==> src/ilad_pkg.sv <==
// Purpose: shared constants for the logic/magnitude/decrement execution unit
// Assumes: 16-bit words, register file of sixteen words
// Notes: cycle totals include fetch and operand bus cycles of the sequencer
package ilad_pkg;
  // opcode byte values
  localparam logic [7:0] OPC_MEM_DEC = 8'hB3;
  localparam logic [7:0] OPC_DBL_MAG = 8'hA5;
  localparam logic [7:0] OPC_SGL_MAG = 8'hA4;
  localparam logic [7:0] OPC_CONJ_MEM = 8'hE2;
  localparam logic [7:0] OPC_CONJ_RR = 8'hE3;
  localparam logic [7:0] OPC_IMM_GRP = 8'h4A;
  localparam logic [7:0] OPC_NCONJ_MEM = 8'hE6;
  localparam logic [7:0] OPC_NCONJ_RR = 8'hE7;
  // sub-opcodes of the immediate group and base forms
  localparam logic [3:0] SUB_CONJ_IMM = 4'h7;
  localparam logic [3:0] SUB_NCONJ_IMM = 4'hB;
  localparam logic [3:0] NIB_BASE_REL = 4'h3;
  localparam logic [3:0] NIB_BASE_IDX = 4'h4;
  localparam logic [1:0] SC_CONJ_BREL = 2'h1;
  localparam logic [1:0] SC_CONJ_BIDX = 2'h0;
  localparam logic [3:0] SUB_CONJ_BIDX = 4'hE;
  localparam logic [3:0] BASE_REG_OFS = 4'hC;
  // total clock cycles per form
  localparam logic [4:0] CYC_MEM_DEC = 5'd17;
  localparam logic [4:0] CYC_DBL_POS = 5'd13;
  localparam logic [4:0] CYC_DBL_NEG = 5'd21;
  localparam logic [4:0] CYC_SGL_POS = 5'd5;
  localparam logic [4:0] CYC_SGL_NEG = 5'd10;
  localparam logic [4:0] CYC_CONJ_MEM = 5'd12;
  localparam logic [4:0] CYC_CONJ_BASE = 5'd11;
  localparam logic [4:0] CYC_CONJ_IMM = 5'd11;
  localparam logic [4:0] CYC_CONJ_RR = 5'd4;
  localparam logic [4:0] CYC_NCONJ_MEM = 5'd15;
  localparam logic [4:0] CYC_NCONJ_IMM = 5'd14;
  localparam logic [4:0] CYC_NCONJ_RR = 5'd7;
  localparam logic [4:0] CYC_ILLEGAL = 5'd2;
  // pending interrupt bit for fixed point overflow
  localparam int PI_FIX_OVF_BIT = 4;
  // condition status codes
  localparam logic [3:0] CS_ZERO = 4'h2;
  localparam logic [3:0] CS_NEG = 4'h1;
  localparam logic [3:0] CS_POS = 4'h4;
  localparam logic [3:0] CS_CARRY = 4'h8;
  localparam logic [15:0] SGL_MIN = 16'h8000;
  localparam logic [31:0] DBL_MIN = 32'h8000_0000;
  // operation classes
  typedef enum logic [2:0] {
    ILAD_OP_DEC, ILAD_OP_DMAG, ILAD_OP_SMAG, ILAD_OP_CONJ, ILAD_OP_NCONJ, ILAD_OP_ILL
  } ilad_op_t;
endpackage : ilad_pkg

==> src/ilad_cs_gen.sv <==
// Purpose: condition status encoder from a result and carry
// Assumes: single results sit in bits 15:0
// Notes: purely combinational
`timescale 1ns/1ns
module ilad_cs_gen import ilad_pkg::*; (
  // result
  input wire logic [31:0] i_res,
  input wire logic i_dbl,
  // carry
  input wire logic i_carry,
  // status
  output logic [3:0] o_cs
);
  logic neg;
  logic zero;
  // sign and zero taken at the width of the operation
  always_comb begin
    neg = i_dbl ? i_res[31] : i_res[15];
    zero = i_dbl ? (i_res == 32'h0000_0000) : (i_res[15:0] == 16'h0000);
    o_cs = zero ? CS_ZERO : (neg ? CS_NEG : CS_POS);
    if (i_carry) begin
      o_cs = o_cs | CS_CARRY;
    end
  end
endmodule : ilad_cs_gen

==> src/ilad_unit.sv <==
// Purpose: execution unit for memory decrement, magnitude and conjunction forms
// Assumes: sequencer supplies instruction and second word with a start pulse
// Notes: memory handshake is on the same clock; ack may come in the request cycle
// Operation
// [RQ1] decrement subtracts count 1..16 from addressed word, writes it back
// [RQ2] decrement sets pending bit 4 when negative word turns positive
// [RQ3] decrement still stores the result on overflow
// [RQ4] decrement status from carry and sign, carry adds the top bit
// [RQ5] decrement opcode B3, count minus one, index field, address word
// [RQ6] decrement takes 17 cycles
// [RQ7] double magnitude negates negative 32-bit pair, upper half first
// [RQ8] double magnitude of 8000 0000 sets pending bit 4 and ends
// [RQ9] double magnitude status: minimum negative, zero or positive
// [RQ10] double magnitude opcode A5, 13 cycles positive, 21 negative
// [RQ11] single magnitude negates negative source, registers may coincide
// [RQ12] single magnitude of 8000 sets pending bit 4 and ends
// [RQ13] single magnitude status: minimum negative, zero or positive
// [RQ14] single magnitude opcode A4, 5 cycles positive, 10 negative
// [RQ15] conjunction ANDs operand into first register
// [RQ16] conjunction status zero, negative or positive
// [RQ17] direct/indexed conjunction opcode E2, address word, 12 cycles
// [RQ18] base relative conjunction, base minus 12, displacement, 11 cycles
// [RQ19] base indexed conjunction, sub-opcode E, index field, 11 cycles
// [RQ20] immediate conjunction 4A sub-opcode 7, data word, 11 cycles
// [RQ21] register conjunction opcode E3, 4 cycles
// [RQ22] inverted conjunction stores complement of the AND
// [RQ23] register inverted conjunction with equal fields gives NOT
// [RQ24] direct/indexed inverted conjunction opcode E6, 15 cycles
// [RQ25] decrement is read then write of same address, nothing between
`timescale 1ns/1ns
module ilad_unit import ilad_pkg::*; #(
  parameter int REGS = 16
) (
  // clock and reset
  input wire logic i_clk,
  input wire logic i_srst,
  // instruction issue
  input wire logic i_start,
  input wire logic [15:0] i_instr,
  input wire logic [15:0] i_ext,
  output logic o_busy,
  output logic o_done,
  output logic o_illegal,
  // register load and read back
  input wire logic i_ld_en,
  input wire logic [3:0] i_ld_sel,
  input wire logic [15:0] i_ld_data,
  input wire logic [3:0] i_rd_sel,
  output logic [15:0] o_rd_data,
  // memory bus
  output logic o_mem_req,
  output logic o_mem_we,
  output logic [15:0] o_mem_addr,
  output logic [15:0] o_mem_wdata,
  input wire logic i_mem_ack,
  input wire logic [15:0] i_mem_rdata,
  // status
  output logic [3:0] o_cs,
  output logic [15:0] o_pending_interrupt_set
);
  typedef enum logic [2:0] {S_IDLE, S_RD, S_EXEC, S_WR, S_PAD, S_DONE} ilad_st_t;

  logic [15:0] rf_q [REGS];
  ilad_st_t st_q, st_d;
  ilad_op_t op_q, op_d;
  logic [3:0] ra_q, ra_d, rb_q, rb_d, cs_q, cs_d, wa0, wa1, cs_calc, fa, fb;
  logic [4:0] nval_q, nval_d, cnt_q, cnt_d, tgt_q, tgt_d;
  logic [15:0] addr_q, addr_d, wdata_q, wdata_d, wd0, wd1, base_v, dec_res;
  logic [31:0] opnd_q, opnd_d, res;
  logic pi_q, pi_d, ill_q, ill_d, we0, we1, carry, use_dbl;
  logic [7:0] opc;
  // index register zero means no indexing
  function automatic logic [15:0] idx_val(input logic [3:0] sel, input logic [15:0] v);
    idx_val = (sel == 4'h0) ? 16'h0000 : v;
  endfunction : idx_val
  // status code from sign, zero and carry of the current result
  ilad_cs_gen u_cs (.i_res(res), .i_dbl(use_dbl), .i_carry(carry), .o_cs(cs_calc));

  assign opc = i_instr[15:8];
  assign fa = i_instr[7:4];
  assign fb = i_instr[3:0];
  assign base_v = rf_q[BASE_REG_OFS + {2'b00, i_instr[9:8]}];
  assign dec_res = opnd_q[15:0] - {11'h000, nval_q};

  // sequencing, decode and datapath next state
  always_comb begin
    st_d = st_q;
    op_d = op_q;
    ra_d = ra_q;
    rb_d = rb_q;
    nval_d = nval_q;
    tgt_d = tgt_q;
    addr_d = addr_q;
    wdata_d = wdata_q;
    opnd_d = opnd_q;
    cs_d = cs_q;
    pi_d = 1'b0;
    ill_d = 1'b0;
    cnt_d = (st_q == S_IDLE) ? 5'd0 : cnt_q + 5'd1;
    we0 = 1'b0;
    we1 = 1'b0;
    wa0 = ra_q;
    wa1 = ra_q + 4'h1;
    wd0 = 16'h0000;
    wd1 = 16'h0000;
    res = 32'h0000_0000;
    carry = 1'b0;
    use_dbl = 1'b0;
    case (st_q)
      S_IDLE: begin
        if (i_start) begin
          cnt_d = 5'd1;
          ra_d = fa;
          rb_d = fb;
          st_d = S_EXEC;
          op_d = ILAD_OP_CONJ;
          opnd_d = {16'h0000, rf_q[fb]};
          if (opc == OPC_MEM_DEC) begin
            op_d = ILAD_OP_DEC; // [RQ5]
            nval_d = {1'b0, fa} + 5'd1;
            addr_d = i_ext + idx_val(fb, rf_q[fb]);
            tgt_d = CYC_MEM_DEC; // [RQ6]
            st_d = S_RD;
          end else if (opc == OPC_DBL_MAG) begin
            op_d = ILAD_OP_DMAG;
            opnd_d = {rf_q[fb], rf_q[fb + 4'h1]};
            tgt_d = rf_q[fb][15] ? CYC_DBL_NEG : CYC_DBL_POS; // [RQ10]
          end else if (opc == OPC_SGL_MAG) begin
            op_d = ILAD_OP_SMAG;
            tgt_d = rf_q[fb][15] ? CYC_SGL_NEG : CYC_SGL_POS; // [RQ14]
          end else if (opc == OPC_CONJ_MEM || opc == OPC_NCONJ_MEM) begin
            op_d = (opc == OPC_CONJ_MEM) ? ILAD_OP_CONJ : ILAD_OP_NCONJ;
            addr_d = i_ext + idx_val(fb, rf_q[fb]);
            tgt_d = (opc == OPC_CONJ_MEM) ? CYC_CONJ_MEM : CYC_NCONJ_MEM; // [RQ17] [RQ24]
            st_d = S_RD;
          end else if (opc == OPC_CONJ_RR || opc == OPC_NCONJ_RR) begin
            op_d = (opc == OPC_CONJ_RR) ? ILAD_OP_CONJ : ILAD_OP_NCONJ;
            tgt_d = (opc == OPC_CONJ_RR) ? CYC_CONJ_RR : CYC_NCONJ_RR; // [RQ21]
          end else if (opc == OPC_IMM_GRP && (fb == SUB_CONJ_IMM || fb == SUB_NCONJ_IMM)) begin
            op_d = (fb == SUB_CONJ_IMM) ? ILAD_OP_CONJ : ILAD_OP_NCONJ;
            opnd_d = {16'h0000, i_ext};
            tgt_d = (fb == SUB_CONJ_IMM) ? CYC_CONJ_IMM : CYC_NCONJ_IMM; // [RQ20]
          end else if (i_instr[15:12] == NIB_BASE_REL && i_instr[11:10] == SC_CONJ_BREL) begin
            ra_d = 4'h2;
            addr_d = base_v + {8'h00, i_instr[7:0]}; // [RQ18]
            tgt_d = CYC_CONJ_BASE;
            st_d = S_RD;
          end else if (i_instr[15:12] == NIB_BASE_IDX && i_instr[11:10] == SC_CONJ_BIDX
                       && fa == SUB_CONJ_BIDX) begin
            ra_d = 4'h2;
            addr_d = base_v + idx_val(fb, rf_q[fb]); // [RQ19]
            tgt_d = CYC_CONJ_BASE;
            st_d = S_RD;
          end else begin
            op_d = ILAD_OP_ILL;
            tgt_d = CYC_ILLEGAL;
            ill_d = 1'b1;
            st_d = S_DONE;
          end
        end
      end
      S_RD: begin
        if (i_mem_ack) begin
          opnd_d = {16'h0000, i_mem_rdata};
          st_d = S_EXEC; // [RQ25]
        end
      end
      S_EXEC: begin
        st_d = S_PAD;
        case (op_q)
          ILAD_OP_DEC: begin
            res = {16'h0000, dec_res}; // [RQ1]
            carry = opnd_q[15:0] >= {11'h000, nval_q};
            cs_d = cs_calc; // [RQ4]
            pi_d = opnd_q[15] & ~dec_res[15]; // [RQ2]
            wdata_d = dec_res;
            st_d = S_WR; // [RQ3] [RQ25]
          end
          ILAD_OP_DMAG: begin
            use_dbl = 1'b1;
            res = opnd_q[31] ? (32'h0000_0000 - opnd_q) : opnd_q;
            cs_d = cs_calc; // [RQ9]
            if (opnd_q == DBL_MIN) begin
              pi_d = 1'b1; // [RQ8]
            end else begin
              we0 = 1'b1;
              wd0 = res[31:16]; // [RQ7]
              we1 = 1'b1;
              wd1 = res[15:0];
            end
          end
          ILAD_OP_SMAG: begin
            res = {16'h0000, opnd_q[15] ? (16'h0000 - opnd_q[15:0]) : opnd_q[15:0]};
            cs_d = cs_calc; // [RQ13]
            if (opnd_q[15:0] == SGL_MIN) begin
              pi_d = 1'b1; // [RQ12]
            end else begin
              we0 = 1'b1;
              wd0 = res[15:0]; // [RQ11]
            end
          end
          ILAD_OP_CONJ, ILAD_OP_NCONJ: begin
            res[15:0] = rf_q[ra_q] & opnd_q[15:0]; // [RQ15]
            if (op_q == ILAD_OP_NCONJ) begin
              res[15:0] = ~res[15:0]; // [RQ22] [RQ23]
            end
            cs_d = cs_calc; // [RQ16]
            we0 = 1'b1;
            wd0 = res[15:0];
          end
          default: begin
            st_d = S_DONE;
          end
        endcase
      end
      S_WR: begin
        if (i_mem_ack) begin
          st_d = S_PAD;
        end
      end
      S_PAD: begin
        // slow memory may already have used up the budget
        if (cnt_q >= tgt_q - 5'd2) begin
          st_d = S_DONE;
        end
      end
      default: begin
        st_d = S_IDLE;
      end
    endcase
  end

  // state registers
  always_ff @(posedge i_clk) begin
    if (i_srst) begin
      st_q <= S_IDLE;
      op_q <= ILAD_OP_ILL;
      ra_q <= 4'h0;
      rb_q <= 4'h0;
      nval_q <= 5'd0;
      cnt_q <= 5'd0;
      tgt_q <= 5'd0;
      addr_q <= 16'h0000;
      wdata_q <= 16'h0000;
      opnd_q <= 32'h0000_0000;
      cs_q <= 4'h0;
      pi_q <= 1'b0;
      ill_q <= 1'b0;
    end else begin
      st_q <= st_d;
      op_q <= op_d;
      ra_q <= ra_d;
      rb_q <= rb_d;
      nval_q <= nval_d;
      cnt_q <= cnt_d;
      tgt_q <= tgt_d;
      addr_q <= addr_d;
      wdata_q <= wdata_d;
      opnd_q <= opnd_d;
      cs_q <= cs_d;
      pi_q <= pi_d;
      ill_q <= ill_d;
    end
  end

  // register file; execution writes win over a load to the same word
  always_ff @(posedge i_clk) begin
    if (i_srst) begin
      rf_q <= '{default: 16'h0000};
    end else begin
      if (i_ld_en) begin
        rf_q[i_ld_sel] <= i_ld_data;
      end
      if (we0) begin
        rf_q[wa0] <= wd0;
      end
      if (we1) begin
        rf_q[wa1] <= wd1;
      end
    end
  end

  // outputs
  assign o_busy = (st_q != S_IDLE);
  assign o_done = (st_q == S_DONE);
  assign o_illegal = ill_q;
  assign o_rd_data = rf_q[i_rd_sel];
  assign o_mem_req = (st_q == S_RD) || (st_q == S_WR);
  assign o_mem_we = (st_q == S_WR);
  assign o_mem_addr = addr_q;
  assign o_mem_wdata = wdata_q;
  assign o_cs = cs_q;
  assign o_pending_interrupt_set = {{(15 - PI_FIX_OVF_BIT){1'b0}}, pi_q, {PI_FIX_OVF_BIT{1'b0}}};
endmodule : ilad_unit

==> config.mk <==
export PLATFORM = sky130hd
export DESIGN_NAME = ilad_unit
export DESIGN_NICKNAME = d
export VERILOG_FILES = /design/src/ilad_pkg.sv /design/src/ilad_cs_gen.sv /design/src/ilad_unit.sv
export SDC_FILE = /design/constraint.sdc
export NUM_CORES = 2
export LEC_CHECK = 0
export ABC_AREA = 1
export BUFFER_PORTS_ARGS = -buffer_cell sky130_fd_sc_hd__buf_2
export CAP_MARGIN = 20
export CORE_MARGIN = 4
export CORE_UTILIZATION = 36
export DETAILED_ROUTE_END_ITERATION = 7
export RECOVER_POWER = 50
export SKIP_CTS_REPAIR_TIMING = 1
export SYNTH_ARGS = -nofsm -noshare
export SYNTH_HDL_FRONTEND = slang
export SYNTH_SLANG_ARGS = --single-unit
export TNS_END_PERCENT = 50
==> constraint.sdc <==
create_clock -name i_clk -period 5.4 [get_ports i_clk]
set_input_delay 1.08 -clock i_clk [delete_from_list [all_inputs] [get_ports i_clk]]
set_output_delay 1.08 -clock i_clk [all_outputs]
set_load 0.1 [all_outputs]
==> impl_results.md <==
- Yosys top cell by area: dfxtp_1
- Final HPWL DP: 153,000 um
- Wire length per cell: 28.14 um
- CTS Buf Count: 49
- CTS tree: done
- RR Startpoint: opnd_q[0]
- Ys Warns: 0
- Starting density of the core: 36.30%
- Unrepaired setup endpoints after global routing: no
- Status: finished with violations
- Io pins: 150
- Max capacitance violation total: 4
- Crit path time final: 4.973 ns
- RR Endpoint: rf_q[203]
- Worst-Margin Slew: 3.252 ns
- Share of cells above drive strength 1: 7.174%
- Seq cells post-synth: 351
- Critical Path Start Type: flip-flop
- CP Data Required Time: 6.00 ns
- Drt pass-1 iters: 8
- Post-Synthesis Cells: 6,266
- Clock Tree Root: clkbuf_16
- Total gr overflow: 0
- Final hold vios: 0
- First-pass GRT wire length: 297,200 um
- Later-pin clock latency in the skew report: 0.69 ns
- Post-DRT Antenna Nets: 0
- PD cells: 313.3 nW/um^2
- Initial antenna violation count: 11
- Area grow syn2layout: 11.02%
- Residual DRC: 0
- Mapped Area: 34,490 um^2
- H-tree levels: 2
- Final Max Tran Viols: 218
- Gr usage total: 39.45%
- WP data arrival: 5.58 ns
- Post-layout util: 40.30%
- Core Area: 95,010 um^2
- Number of synthesized flops with an enable pin: 0
- Largest net degree at the start of global routing: 167
- Synth top area share: 20.37%
- Rows: 113
- Die span in x: 317.5 um
- Post-synthesis cell type count: 57
- Die Y: 317.5 um
- CP endpoint kind: flip-flop
- Area contributors post-synth: dfxtp_1, nand2_1, o21ai_0
- Via density: 6.252
- DIE AREA: 100,800 um^2
- Relative slew slack: -116.8%
- Hold WC Path Type: flip-flop to flip-flop
- R2r worst-path depth: 16
- Count leader, synth: nand2_1
- Synth Flop Type: dfxtp_1
- Violated checks: capacitance limit, slew limit
- Clock Skew: 0.04405 ns
- Synthesized area per cell: 5.505 um^2
- Final nets: 6,335
- Leakage power: 15.72 nW
- Vias: 46,990
- Drt initial violations: 8,337
- I/O Buffers: 134
- Max rail drop VDD: 233.6 uV
- Clock Tree Buf Depth: 3
- Period Utilization, post-route: 92.08%
- FMAX: 201.1 MHz
- R2R Setup Slk: 0.43 ns
- GP Congestion: 1.069
- Critical path class: flip-flop to flip-flop
- CP endpoint: rf_q[203]
- Final setup violation count: 0
- FFs w/ async S/R, synth: 0%
- Crit path from: opnd_q[0]
- Fillcell total: 10,730
- Critical path fanouts, max: 20
- Vias in the first global route: 41,050
- Setup TNS: 0 ns
- Seq/Total Area, Yosys: 20.37%
- Sink Count: 351
- Synth cell count leaders: nand2_1, o21ai_0, a21oi_1
- Clk pin slew, worst setup/hold paths: 0.06 ns
- Total Wirelength: 211,500 um
through the flow:
step	power [W]	instances	setup WS [ns]	hold slack [ns]	instance area, um^2
floorplan	0.006024	6280	0.2805	0.4453	34540
global placement	0.008051	7420	0.5107	0.4505	36690
detailed placement	0.008056	7420	0.4777	0.4547	36690
CTS	0.01177	7510	0.9016	0.4643	38460
global route	0.01230	7511	0.3469	0.4908	38280
finish	0.01200	7516	0.4274	0.4643	38290
layer usage:
metal | wire (um) | GRT usage (%) | vias to the layer above
li1 | - | - | 20860
met1 | 79310 | 51.25 | 21490
met2 | 83710 | 56.09 | 3740
met3 | 30090 | 11.24 | 887
met4 | 18160 | 27.35 | 12
met5 | 204 | 0 | -
state kept, by name, indices dropped and copies added, names as in the netlist:
register and count:
cnt_q 5, nval_q 5, o_cs 4, o_illegal 1, o_mem_addr 16, o_mem_wdata 16
op_q 3, opnd_q 32, pi_q 1, ra_q 4, rf_q 256, st_q 3
tgt_q 5
placed cells by master (no fill, tap or decap), types with 40 or more instances in the layout:
cell | synthesis | routed
buf_2 | 78 | 85
nand3_1 | 220 | 220
ha_1 | 49 | 49
buf_4 | 25 | 181
clkbuf_16 | 0 | 50
nand2_1 | 1566 | 1566
a21oi_1 | 949 | 948
clkbuf_1 | 311 | 60
inv_1 | 537 | 540
nor3_1 | 42 | 40
dfxtp_1 | 351 | 349
nor2_1 | 563 | 565
o211ai_1 | 159 | 159
o21ai_0 | 1026 | 1028
cells by family after synthesis:
group / share of synthesized area (%)
buffers and inverters: 12.05
AO/OA/AOI/OAI: 35.60
XOR/XNOR: 1.016
other: 0.01087
flip-flops: 20.37
AND/OR/NAND/NOR: 29.00
adder cells (fa/ha/maj): 1.952
power by group:
part / total [W] / internal (W) / switching, W
Clock: 0.00376 / 0.00221 / 0.00155
Combinational: 0.00518 / 0.00118 / 0.00400
Sequential: 0.00306 / 0.00273 / 0.000331
worst max-delay path: stages, from the launching register on:
cell	delay (ns)
dfxtp_1	0.52
clkinv_1	0.14
ha_1	0.41
nand2_4	0.09
nor2_1	0.40
nand4_2	0.16
nor2_1	0.12
nand2_1	0.08
nor2_1	0.39
nor3_1	0.10
inv_1	0.43
buf_4	0.55
nor2_2	0.04
clkbuf_1	0.54
inv_1	0.57
o21ai_0	0.14
a21oi_1	0.17
worst min path at each step:
stage               startpoint              end  slack (ns)  depth (start not counted)
3_5_place_dp   o_mem_wdata[15]  o_mem_wdata[15]        0.45                          2
2_1_floorplan       opnd_q[26]       opnd_q[26]        0.45                          2
4_1_cts        o_mem_wdata[15]  o_mem_wdata[15]        0.46                          2
6_report       o_mem_wdata[15]  o_mem_wdata[15]        0.46                          2
3_3_place_gp   o_mem_wdata[15]  o_mem_wdata[15]        0.45                          2
5_1_grt             opnd_q[26]       opnd_q[26]        0.49                          2
cell type report:
cell class	instances	area, um^2	area share [%]
diodes	6	15.01	0.03921
clock buffers	63	1390	3.630
clock inverters	27	386.6	1.010
inverters	576	2185	5.705
multi-input cells	4886	23370	61.03
flip-flops and latches	351	7032	18.36
well taps	1265	1583	4.133
repair buffers	342	2332	6.091
Note: power is estimated with default switching activity, not from simulation.
